$ cat config.mk
export PLATFORM = sky130hd
export DESIGN_NAME = cst_master
export DESIGN_NICKNAME = d
export VERILOG_FILES = /design/src/cst_pkg.sv /design/src/cst_fifo_if.sv /design/src/cst_fifo.sv /design/src/cst_master.sv
export SDC_FILE = /design/constraint.sdc
export NUM_CORES = 1
export LEC_CHECK = 0
export BUFFER_PORTS_ARGS = -buffer_cell sky130_fd_sc_hd__buf_4
export CAP_MARGIN = 20
export CORE_MARGIN = 2
export CORE_UTILIZATION = 56
export CTS_CLUSTER_DIAMETER = 120
export DETAILED_ROUTE_END_ITERATION = 10
export PLACE_DENSITY = 0.72
export SYNTH_ARGS = -nofsm -noshare
export SYNTH_HDL_FRONTEND = slang
export SYNTH_SLANG_ARGS = --single-unit
export TNS_END_PERCENT = 10
$ cat constraint.sdc
create_clock -name ref_clk -period 9.6 [get_ports ref_clk]
set_input_delay 0.48 -clock ref_clk [delete_from_list [all_inputs] [get_ports ref_clk]]
set_output_delay 0.48 -clock ref_clk [all_outputs]
set_load 0.03 [all_outputs]
$ cat src/cst_pkg.sv
// ****************************************************************
// channel master constants
// ****************************************************************
package cst_pkg;
    // clock period in picoseconds (250 mhz)
    localparam int CLK_PERIOD_PS = 4000;

    // bus widths
    localparam int ADDR_W = 24;
    localparam int DATA_W = 32;
    localparam int BE_W = 4;

    // edge-to-edge times as printed, in ns
    localparam int T_ST_ADDR_NS = 10;     // status after address valid
    localparam int T_ADL_ADDR_NS = 45;    // latch strobe after address valid
    localparam int T_ADL_ST_NS = 12;      // latch strobe after status
    localparam int T_ADL_CMD_NS = 40;     // latch strobe before command
    localparam int T_CMD_ST_NS = 55;      // command after status
    localparam int T_CMD_ADDR_NS = 85;    // command after address valid
    localparam int T_CMD_WIDTH_NS = 90;   // least command width
    localparam int T_CMD_CMD_NS = 190;    // command lead to next lead
    localparam int T_CMD_GAP_NS = 80;     // command inactive between cycles
    localparam int T_ST_HOLD_NS = 30;     // status hold after command
    localparam int T_WD_HOLD_NS = 30;     // write data hold after command
    localparam int T_READY_MAX_NS = 3500; // longest ready stall

    // least time: round up, at least one cycle
    function automatic int cyc_up(input int ns);
        int c;
        c = (ns * 1000 + CLK_PERIOD_PS - 1) / CLK_PERIOD_PS;
        return (c < 1) ? 1 : c;
    endfunction

    // longest time: round down, at least one cycle
    function automatic int cyc_dn(input int ns);
        int c;
        c = (ns * 1000) / CLK_PERIOD_PS;
        return (c < 1) ? 1 : c;
    endfunction

    function automatic int imax(input int a, input int b);
        return (a > b) ? a : b;
    endfunction

    // phase offsets counted from address valid
    localparam int OFS_ST = cyc_up(T_ST_ADDR_NS);
    localparam int OFS_ADL = imax(cyc_up(T_ADL_ADDR_NS), OFS_ST + cyc_up(T_ADL_ST_NS));
    localparam int OFS_CMD = imax(imax(OFS_ADL + cyc_up(T_ADL_CMD_NS),
        OFS_ST + cyc_up(T_CMD_ST_NS)), cyc_up(T_CMD_ADDR_NS));
    // phase lengths counted from command edges
    localparam int CMD_MIN = cyc_up(T_CMD_WIDTH_NS);
    localparam int GAP_CYC = imax(cyc_up(T_CMD_GAP_NS), cyc_up(T_CMD_CMD_NS) - CMD_MIN);
    localparam int ST_HOLD = cyc_up(T_ST_HOLD_NS);
    localparam int WD_HOLD = cyc_up(T_WD_HOLD_NS);
    localparam int READY_MAX = cyc_dn(T_READY_MAX_NS);

    // phase counter width
    localparam int CNT_W = 10;

    // request word layout
    localparam int REQ_DATA_LSB = 0;
    localparam int REQ_ADDR_LSB = REQ_DATA_LSB + DATA_W;
    localparam int REQ_BE_LSB = REQ_ADDR_LSB + ADDR_W;
    localparam int REQ_MEMIO_BIT = REQ_BE_LSB + BE_W;
    localparam int REQ_WRITE_BIT = REQ_MEMIO_BIT + 1;
    localparam int REQ_W = REQ_WRITE_BIT + 1;

    // status pair {one, zero}, active low
    localparam logic [1:0] STAT_IDLE = 2'h3;
    localparam logic [1:0] STAT_WRITE = 2'h2;
    localparam logic [1:0] STAT_READ = 2'h1;

    // cycle sequencer states
    typedef enum logic [1:0] {
        CST_IDLE,
        CST_ADDR,
        CST_CMD,
        CST_GAP
    } cst_state_e;
endpackage

$ cat src/cst_fifo_if.sv
`timescale 1ns/1ps
// ****************************************************************
// request queue carrier
// ****************************************************************
interface cst_fifo_if #(
    parameter int WIDTH = 8
);
    logic push_valid; // producer has a word
    logic push_ready; // queue can take a word
    logic [WIDTH-1:0] push_data;
    logic pop_valid; // head word present
    logic pop_ready; // consumer takes head
    logic [WIDTH-1:0] pop_data;

    modport fifo_mp (
        input push_valid,
        input push_data,
        input pop_ready,
        output push_ready,
        output pop_valid,
        output pop_data
    );
    modport user_mp (
        output push_valid,
        output push_data,
        output pop_ready,
        input push_ready,
        input pop_valid,
        input pop_data
    );
endinterface

$ cat src/cst_fifo.sv
`timescale 1ns/1ps
// ****************************************************************
// request fifo, registered head
// ****************************************************************
module cst_fifo #(
    parameter int WIDTH = 8,
    parameter int DEPTH = 16
) (
    input wire logic ref_clk,
    input wire logic resetn,
    cst_fifo_if.fifo_mp f
);
    import cst_pkg::*;

    localparam int AW = $clog2(DEPTH);

    // depth must be a power of two so pointers wrap cleanly
    if (DEPTH < 2 || (1 << AW) != DEPTH || $bits(f.push_data) != WIDTH) begin : g_chk
        $error("cst_fifo: bad DEPTH or WIDTH");
    end

    typedef struct packed {
        logic [AW-1:0] wptr;    // next write slot
        logic [AW-1:0] rptr;    // next read slot
        logic [AW:0] count;     // words held in memory
        logic in_ready;         // room for a push
        logic out_valid;        // head register full
        logic [WIDTH-1:0] out_data;
    } cst_fifo_s;

    cst_fifo_s s_q, s_d;
    logic [WIDTH-1:0] mem [DEPTH]; // storage, not reset
    logic push;
    logic pop;
    logic load;

    // handshakes
    assign push = f.push_valid && s_q.in_ready;
    assign pop = s_q.out_valid && f.pop_ready;
    // refill head when empty or being drained
    assign load = (s_q.count != '0) && (!s_q.out_valid || pop);

    // next state
    always_comb begin
        s_d = s_q;
        if (push) begin
            s_d.wptr = s_q.wptr + 1'b1;
        end
        if (load) begin
            s_d.rptr = s_q.rptr + 1'b1;
            s_d.out_data = mem[s_q.rptr];
        end
        s_d.count = s_q.count + {{AW{1'b0}}, push} - {{AW{1'b0}}, load};
        // head register adds one word of slack beyond depth
        s_d.in_ready = s_d.count < (AW + 1)'(DEPTH);
        if (load) begin
            s_d.out_valid = 1'b1;
        end else if (pop) begin
            s_d.out_valid = 1'b0;
        end
    end

    // state register
    always_ff @(posedge ref_clk or negedge resetn) begin
        if (!resetn) begin
            s_q <= '0;
        end else begin
            s_q <= s_d;
        end
    end

    // memory write port
    always_ff @(posedge ref_clk) begin
        if (push) begin
            mem[s_q.wptr] <= f.push_data;
        end
    end

    assign f.push_ready = s_q.in_ready;
    assign f.pop_valid = s_q.out_valid;
    assign f.pop_data = s_q.out_data;
endmodule

$ cat src/cst_master.sv
`timescale 1ns/1ps
// Operation
// - address group valid before other signals
// - status then latch strobe after address
// - command asserts while latch strobe releases
// - hold cycle while ready return inactive
// - master ends cycle by releasing command
// - next address may overlap current command; here the next address waits until the sequencer is idle
// - command width 90, period 190, gap 80
// - strobe 40 before command, status 55
// - width returns are negative or
// - ready return is and of slaves
module cst_master #(
    parameter int FIFO_DEPTH = 16
) (
    input wire logic ref_clk,
    input wire logic resetn,
    // request side
    input wire logic req_valid,
    output logic req_ready,
    input wire logic req_write,
    input wire logic req_memio,
    input wire logic [cst_pkg::BE_W-1:0] req_be,
    input wire logic [cst_pkg::ADDR_W-1:0] req_addr,
    input wire logic [cst_pkg::DATA_W-1:0] req_wdata,
    // answer side
    output logic rsp_valid,
    output logic [cst_pkg::DATA_W-1:0] rsp_rdata,
    output logic rsp_width16,
    output logic rsp_width32,
    output logic rsp_timeout,
    output logic busy,
    // channel pins
    output logic [cst_pkg::ADDR_W-1:0] bus_addr,
    output logic address_enable_24,
    output logic memory_io,
    output logic refresh_n,
    output logic status_bit_zero,
    output logic status_bit_one,
    output logic address_decode_latch_strobe_n,
    output logic command_strobe_n,
    output logic high_byte_enable_n,
    output logic [cst_pkg::BE_W-1:0] byte_lane_enables_n,
    output logic [cst_pkg::DATA_W-1:0] data_out,
    output logic data_oe,
    input wire logic [cst_pkg::DATA_W-1:0] data_in,
    input wire logic width16_return_n,
    input wire logic width32_return_n,
    input wire logic ready_return
);
    import cst_pkg::*;

    // ****************************************************************
    // elaboration checks
    // ****************************************************************
    if (READY_MAX >= (1 << CNT_W) || OFS_CMD >= (1 << CNT_W) || FIFO_DEPTH < 2) begin : g_chk
        $error("cst_master: counter too narrow or fifo too shallow");
    end

    // ****************************************************************
    // request queue
    // ****************************************************************
    cst_fifo_if #(.WIDTH(REQ_W)) fq ();

    cst_fifo #(
        .WIDTH(REQ_W),
        .DEPTH(FIFO_DEPTH)
    ) u_fifo (
        .ref_clk(ref_clk),
        .resetn(resetn),
        .f(fq)
    );

    // pack user request into queue word
    assign fq.push_valid = req_valid;
    assign fq.push_data = {req_write, req_memio, req_be, req_addr, req_wdata};

    // ****************************************************************
    // sequencer state
    // ****************************************************************
    typedef struct packed {
        cst_state_e state;
        logic [CNT_W-1:0] cnt;      // phase counter
        logic write;                // current cycle direction
        logic [DATA_W-1:0] wdata;   // held write data
        logic [ADDR_W-1:0] addr;
        logic ae24;
        logic memio;
        logic [1:0] status;         // {one, zero}
        logic adl_n;
        logic cmd_n;
        logic high_byte_enable_n_n;
        logic [BE_W-1:0] be_n;
        logic doe;
        logic rsp_valid;
        logic [DATA_W-1:0] rdata;
        logic w16;
        logic w32;
        logic tmo;
        logic bsy;                  // sequencer not idle
    } cst_master_s;

    cst_master_s s_q, s_d;
    logic [CNT_W-1:0] cnt_inc;  // counter plus one
    logic [REQ_W-1:0] head;     // queue head word

    assign cnt_inc = s_q.cnt + 1'b1;
    assign head = fq.pop_data;
    // a new request is only taken between cycles, so no overlap
    assign fq.pop_ready = (s_q.state == CST_IDLE);

    // ****************************************************************
    // next-state logic
    // ****************************************************************
    always_comb begin
        s_d = s_q;
        s_d.rsp_valid = 1'b0;
        unique case (s_q.state)
            // idle: wait for a queued request
            CST_IDLE: begin
                if (fq.pop_valid) begin
                    // address group first, all else still idle
                    s_d.addr = head[REQ_ADDR_LSB +: ADDR_W];
                    s_d.ae24 = 1'b1;
                    s_d.memio = head[REQ_MEMIO_BIT];
                    s_d.be_n = ~head[REQ_BE_LSB +: BE_W];
                    s_d.high_byte_enable_n_n = ~head[REQ_BE_LSB + 1];
                    s_d.write = head[REQ_WRITE_BIT];
                    s_d.wdata = head[REQ_DATA_LSB +: DATA_W];
                    s_d.cnt = '0;
                    s_d.state = CST_ADDR;
                end
            end
            // address phase: status, then latch strobe, then command
            CST_ADDR: begin
                s_d.cnt = cnt_inc;
                if (cnt_inc == CNT_W'(OFS_ST)) begin
                    s_d.status = s_q.write ? STAT_WRITE : STAT_READ;
                    // write data ahead of command, zero setup needed
                    s_d.doe = s_q.write;
                end
                if (cnt_inc == CNT_W'(OFS_ADL)) begin
                    s_d.adl_n = 1'b0;
                end
                if (cnt_inc == CNT_W'(OFS_CMD)) begin
                    // command leads, latch strobe trails together
                    s_d.adl_n = 1'b1;
                    s_d.cmd_n = 1'b0;
                    s_d.cnt = '0;
                    s_d.state = CST_CMD;
                end
            end
            // command phase: least width, then wait on ready
            CST_CMD: begin
                s_d.cnt = cnt_inc;
                if (cnt_inc == CNT_W'(ST_HOLD)) begin
                    s_d.status = STAT_IDLE;
                end
                // stall while any slave holds ready low; bail out
                // after the longest legal stall so a stuck card cannot hang us
                if ((cnt_inc >= CNT_W'(CMD_MIN) && ready_return)
                    || cnt_inc == CNT_W'(READY_MAX)) begin
                    s_d.cmd_n = 1'b1;
                    s_d.status = STAT_IDLE;
                    s_d.rdata = s_q.write ? '0 : data_in;
                    s_d.w16 = ~width16_return_n;
                    s_d.w32 = ~width32_return_n;
                    s_d.tmo = !ready_return;
                    s_d.rsp_valid = 1'b1;
                    s_d.cnt = '0;
                    s_d.state = CST_GAP;
                end
            end
            // recovery: write data hold, then command gap
            CST_GAP: begin
                s_d.cnt = cnt_inc;
                if (cnt_inc == CNT_W'(WD_HOLD)) begin
                    s_d.doe = 1'b0;
                end
                if (cnt_inc == CNT_W'(GAP_CYC)) begin
                    // address group invalid, slaves drop feedback
                    s_d.ae24 = 1'b0;
                    s_d.cnt = '0;
                    s_d.state = CST_IDLE;
                end
            end
        endcase
        // busy registered so the pin comes straight from a flop
        s_d.bsy = (s_d.state != CST_IDLE);
    end

    // ****************************************************************
    // state register
    // ****************************************************************
    always_ff @(posedge ref_clk or negedge resetn) begin
        if (!resetn) begin
            s_q <= '{state: CST_IDLE, cnt: '0, write: 1'b0, wdata: '0, addr: '0,
                ae24: 1'b0, memio: 1'b0, status: STAT_IDLE, adl_n: 1'b1,
                cmd_n: 1'b1, high_byte_enable_n_n: 1'b1, be_n: '1, doe: 1'b0, rsp_valid: 1'b0,
                rdata: '0, w16: 1'b0, w32: 1'b0, tmo: 1'b0, bsy: 1'b0};
        end else begin
            s_q <= s_d;
        end
    end

    // ****************************************************************
    // outputs from the state register, except req_ready (queue) and refresh_n (tied high)
    // ****************************************************************
    assign req_ready = fq.push_ready;
    assign rsp_valid = s_q.rsp_valid;
    assign rsp_rdata = s_q.rdata;
    assign rsp_width16 = s_q.w16;
    assign rsp_width32 = s_q.w32;
    assign rsp_timeout = s_q.tmo;
    assign busy = s_q.bsy;
    assign bus_addr = s_q.addr;
    assign address_enable_24 = s_q.ae24;
    assign memory_io = s_q.memio;
    // refresh cycles are not generated
    assign refresh_n = 1'b1;
    assign status_bit_zero = s_q.status[0];
    assign status_bit_one = s_q.status[1];
    assign address_decode_latch_strobe_n = s_q.adl_n;
    assign command_strobe_n = s_q.cmd_n;
    assign high_byte_enable_n = s_q.high_byte_enable_n_n;
    assign byte_lane_enables_n = s_q.be_n;
    assign data_out = s_q.wdata;
    assign data_oe = s_q.doe;
endmodule

==> key figures <==
Status
  – Status: finished clean

Synth
  – Fraction of synthesized area in multiplexers: 0.156
  – Netlist cell types: 63
  – XOR/XNOR Fraction of Synth Area: 0.00341
  – Mapped Nets: around 2,500
  – Sequential fraction of the synthesis area: 0.749
  – Fraction of the mapped netlist area in compound gates: 0.0243
  – Adder-cell share of the synthesized area: 0.00611
  – Mean post-synth cell area: a little under 20 sq um
  – Synth Instances: between 2,000 and 2,500
  – Largest family of logic cells by synthesized area: multiplexers
  – Syn Std Cell Area: around 46,000 sq um
  – #FFs+latches synth: 1,186
  – Synth Area in Simple Gates: 0.0326
  – Yosys Warn Count: 0
  – Dominant synthesized flop cell: edfxtp_1
  – Async set-reset flop share out of synthesis: 0.164
  – EDFF count, synth: slightly below 1,000

Detailed routing
  – WL/cell: about 27 um
  – 1st-iter DRT viols: approximately 2,400
  – DRC violations left: 0
  – Via-to-Cell Ratio: between 6 and 7
  – Final WL: between 100,000 and 150,000 um
  – DRT antenna net count: 0
  – Routed vias: between 20,000 and 25,000
  – Drt pass-1 iters: 5

Die
  – Die Wd: roughly 300 um
  – Io pins: 207
  – Core ar.: roughly 82,000 sq um
  – Initial Util: 0.565
  – Die area: 85,000 sq um
  – Die height: 292 um
  – Site Rows: 105

Timing
  – Minimum clock period after layout: approximately 3.7 ns
  – Unrepaired setup endpoints after global routing: false
  – Fin Clk Skew: between 0.015 and 0.02 ns
  – Hold Violations, Final: 0
  – Worst slew margin: 0.165
  – Tcrit/Tclk final: 0.381
  – Setup TNS Final: 0 ns
  – Setup ws final: 5.94 ns
  – Maximum clock frequency: ~0.27 GHz
  – Pin slew with the least headroom to its limit: about 1.3 ns
  – Final Max Slew Viols: 0
  – Final Setup Violations: 0

Global routing
  – Initial antenna violation count: 6
  – Number of global-route vias before repair: 23,500
  – Global-route wire length before repair: 151,000 um
  – Grt total ovfl: 0
  – Largest net degree at the start of global routing: 144
  – Total GRT Usage: 0.240

CTS
  – CTS Buffer Depth: 3
  – CTS Buf Count: around 120
  – # resized after CTS: 0
  – Clock sink count: about 1,200
  – # H-tree levels: 3
  – Clock Latency Late Sink: about 0.68 ns
  – Clock Pin Slew Worst Setup and Hold Paths: 0.06 ns
  – Post-CTS Setup Inserts: 0
  – CTS tree: built
  – Root Driver: clkbuf_16

Setup path
  – Kind of end point of the critical path: flop
  – CP delay by family, top: buffers and inverters
  – Startpoint types: flop
  – CP bufs+invs: 2
  – Worst path slowest cell: buf_4
  – Arrival @ worst endpoint: 4.21 ns
  – Number of cells on the critical path: 6
  – R2r endpoint: u_fifo.f.pop_data[13]$_DFFE_PN0P_
  – Crit Path Class: flop to flop
  – CP max FO: 73
  – Worst R2R Start: u_fifo.s_q[70]$_DFFE_PN0P_
  – CP Cell Sequence: buf_4 -> buf_4 -> mux4_2 -> mux4_2 -> nand2_1 -> nand2_1
  – R2R Setup Slk: approximately 5.9 ns
  – Largest stage delay, worst path: 0.94 ns
  – Critical Path RT: just over 10 ns
  – Worst R2R Path Depth: 6

Min path
  – Cell count of the worst hold path: 3
  – Hold_sp: data_in[31]
  – Hold Crit Endpoint: rsp_rdata[31]$_DFFE_PN0P_
  – Hold Path Class: input pin to flop

Final layout
  – Most frequent cells in the layout: edfxtp_1 (992), nand2_1 (284), mux4_2 (265)
  – Most common cell after layout, fill and taps aside: edfxtp_1
  – Fin nets: ~2,700
  – Area grow syn2layout: 13.1%
  – Layout cells sized above 1: 0.296

Placed design
  – Final GP Congestion: roughly 0.81
  – Dpl ws: between 5 and 6 ns
  – IO buf count: about 210
  – Post-DP HPWL: ~52,000 um

Pwr
  – P_leak: 18.8 nW
  – Power Dens Cells: roughly 210 nW/um^2
  – Maximum vdd drop: roughly 0.00014 V

Run
  – Max cap viols: 0
[power by group]
group          internal [mW]  leakage (nW)  switching [mW]
Sequential              5.88          11.4          0.0797
Clock                   2.60          1.88            1.87
Combinational          0.193          5.49           0.413
[synth_stat cells (8+ instances only)]
| master | count | area [sq um] |
|---|---|---|
| a21oi_1 | 12 | 60.1 |
| buf_1 | 16 | 60.1 |
| buf_2 | 32 | 160 |
| buf_4 | 93 | 698 |
| clkbuf_1 | 75 | 282 |
| dfrtp_1 | 186 | 4650 |
| dfstp_2 | 8 | 210 |
| edfxtp_1 | 992 | 29800 |
| ha_1 | 21 | 263 |
| inv_1 | 27 | 101 |
| mux2_2 | 58 | 653 |
| mux2i_1 | 61 | 611 |
| mux4_2 | 265 | 5970 |
| nand2_1 | 286 | 1070 |
| nor2_1 | 28 | 105 |
| nor3_1 | 10 | 50.1 |
| o21ai_0 | 58 | 290 |
| o221ai_1 | 45 | 394 |
| xnor2_1 | 10 | 87.6 |
| xor2_1 | 8 | 70.1 |
[worst reg2reg max path, cell delays in order (launching register included)]
cell and delay [ns]:
dfrtp_4 0.58, buf_4 0.85, buf_4 0.95, mux4_2 0.54, mux4_2 0.49, nand2_1 0.08
nand2_1 0.06
[worst max-delay path by stage]
| stage | startpoint | slack, ns | endpoint |
|---|---|---|---|
| finish | u_fifo.s_q[70]$_DFFE_PN0P_ | 5.94 | u_fifo.f.pop_data[13]$_DFFE_PN0P_ |
| global route | u_fifo.s_q[67]$_DFF_PN0_ | 5.70 | u_fifo.f.push_ready$_DFF_PN0_ |
| CTS | u_fifo.s_q[70]$_DFFE_PN0P_ | 5.89 | u_fifo.f.pop_data[36]$_DFFE_PN0P_ |
| detailed placement | u_fifo.s_q[70]$_DFFE_PN0P_ | 5.92 | u_fifo.f.pop_data[36]$_DFFE_PN0P_ |
| global placement | u_fifo.s_q[70]$_DFFE_PN0P_ | 6.05 | u_fifo.f.pop_data[9]$_DFFE_PN0P_ |
| floorplan | u_fifo.f.push_ready$_DFF_PN0_ | 3.72 | u_fifo.mem[3][0]$_DFFE_PP_ |
[routing by layer]
| layer | GRT usage | share of wire | vias to the layer above |
|---|---|---|---|
| li1 | - | - | 9660 |
| met1 | 0.334 | 0.40 | 12000 |
| met2 | 0.398 | 0.51 | 948 |
| met3 | 0.0446 | 0.077 | 107 |
| met4 | 0.0616 | 0.016 | 4 |
| met5 | 0 | 0.00018 | - |
[stage by stage]
step | hold slack, ns | util | std cells | area [sq um] | power (mW)
final | 0.0705 | 0.638 | 3712 | 52300 | 11.0
after global routing | 0.0590 | 0.638 | 3710 | 52300 | 11.4
after CTS | 0.0362 | 0.638 | 3706 | 52300 | 11.1
after detailed placement | 0.434 | 0.591 | 3483 | 48400 | 6.67
after global placement | 0.430 | 0.591 | 3483 | 48400 | 6.63
after floorplan | 0.184 | - | 2385 | 46300 | 6.36
[registers in the layout (all words and copies together) (netlist names), 4 cells and up]
name,flops
bus_addr,24
data_out,32
s_q,13
byte_lane_enables_n,4
u_fifo.s_q,13
u_fifo.f.pop_data,62
u_fifo.mem,992
rsp_rdata,32
[cell families after synthesis]
| family | count (synthesis) |
|---|---|
| flops | 1186 |
| simple gates | 367 |
| xor+xnor | 18 |
| other cells | 1 |
| fa+ha+maj | 22 |
| compound gates | 160 |
| buf+inv | 246 |
| mux | 385 |
[what timing repair did]
| action | in CTS | in global routing |
|---|---|---|
| endpoints found under the setup margin | 0 | 0 |
| hold buffers | 4 | 0 |
| endpoints found under the hold margin | 82 | 0 |
[final cells by class]
type | count | area, sq um
Antenna cell | 5 | 12.5
Clock buffer | 159 | 3280
Clock inverter | 60 | 541
Fill cell | 5476 | 29600
Inverter | 29 | 114
Multi-Input combinational cell | 953 | 10500
Sequential cell | 1186 | 34700
Tap cell | 1070 | 1340
Timing Repair Buffer | 250 | 1930
(Power assumes the default switching activity.)
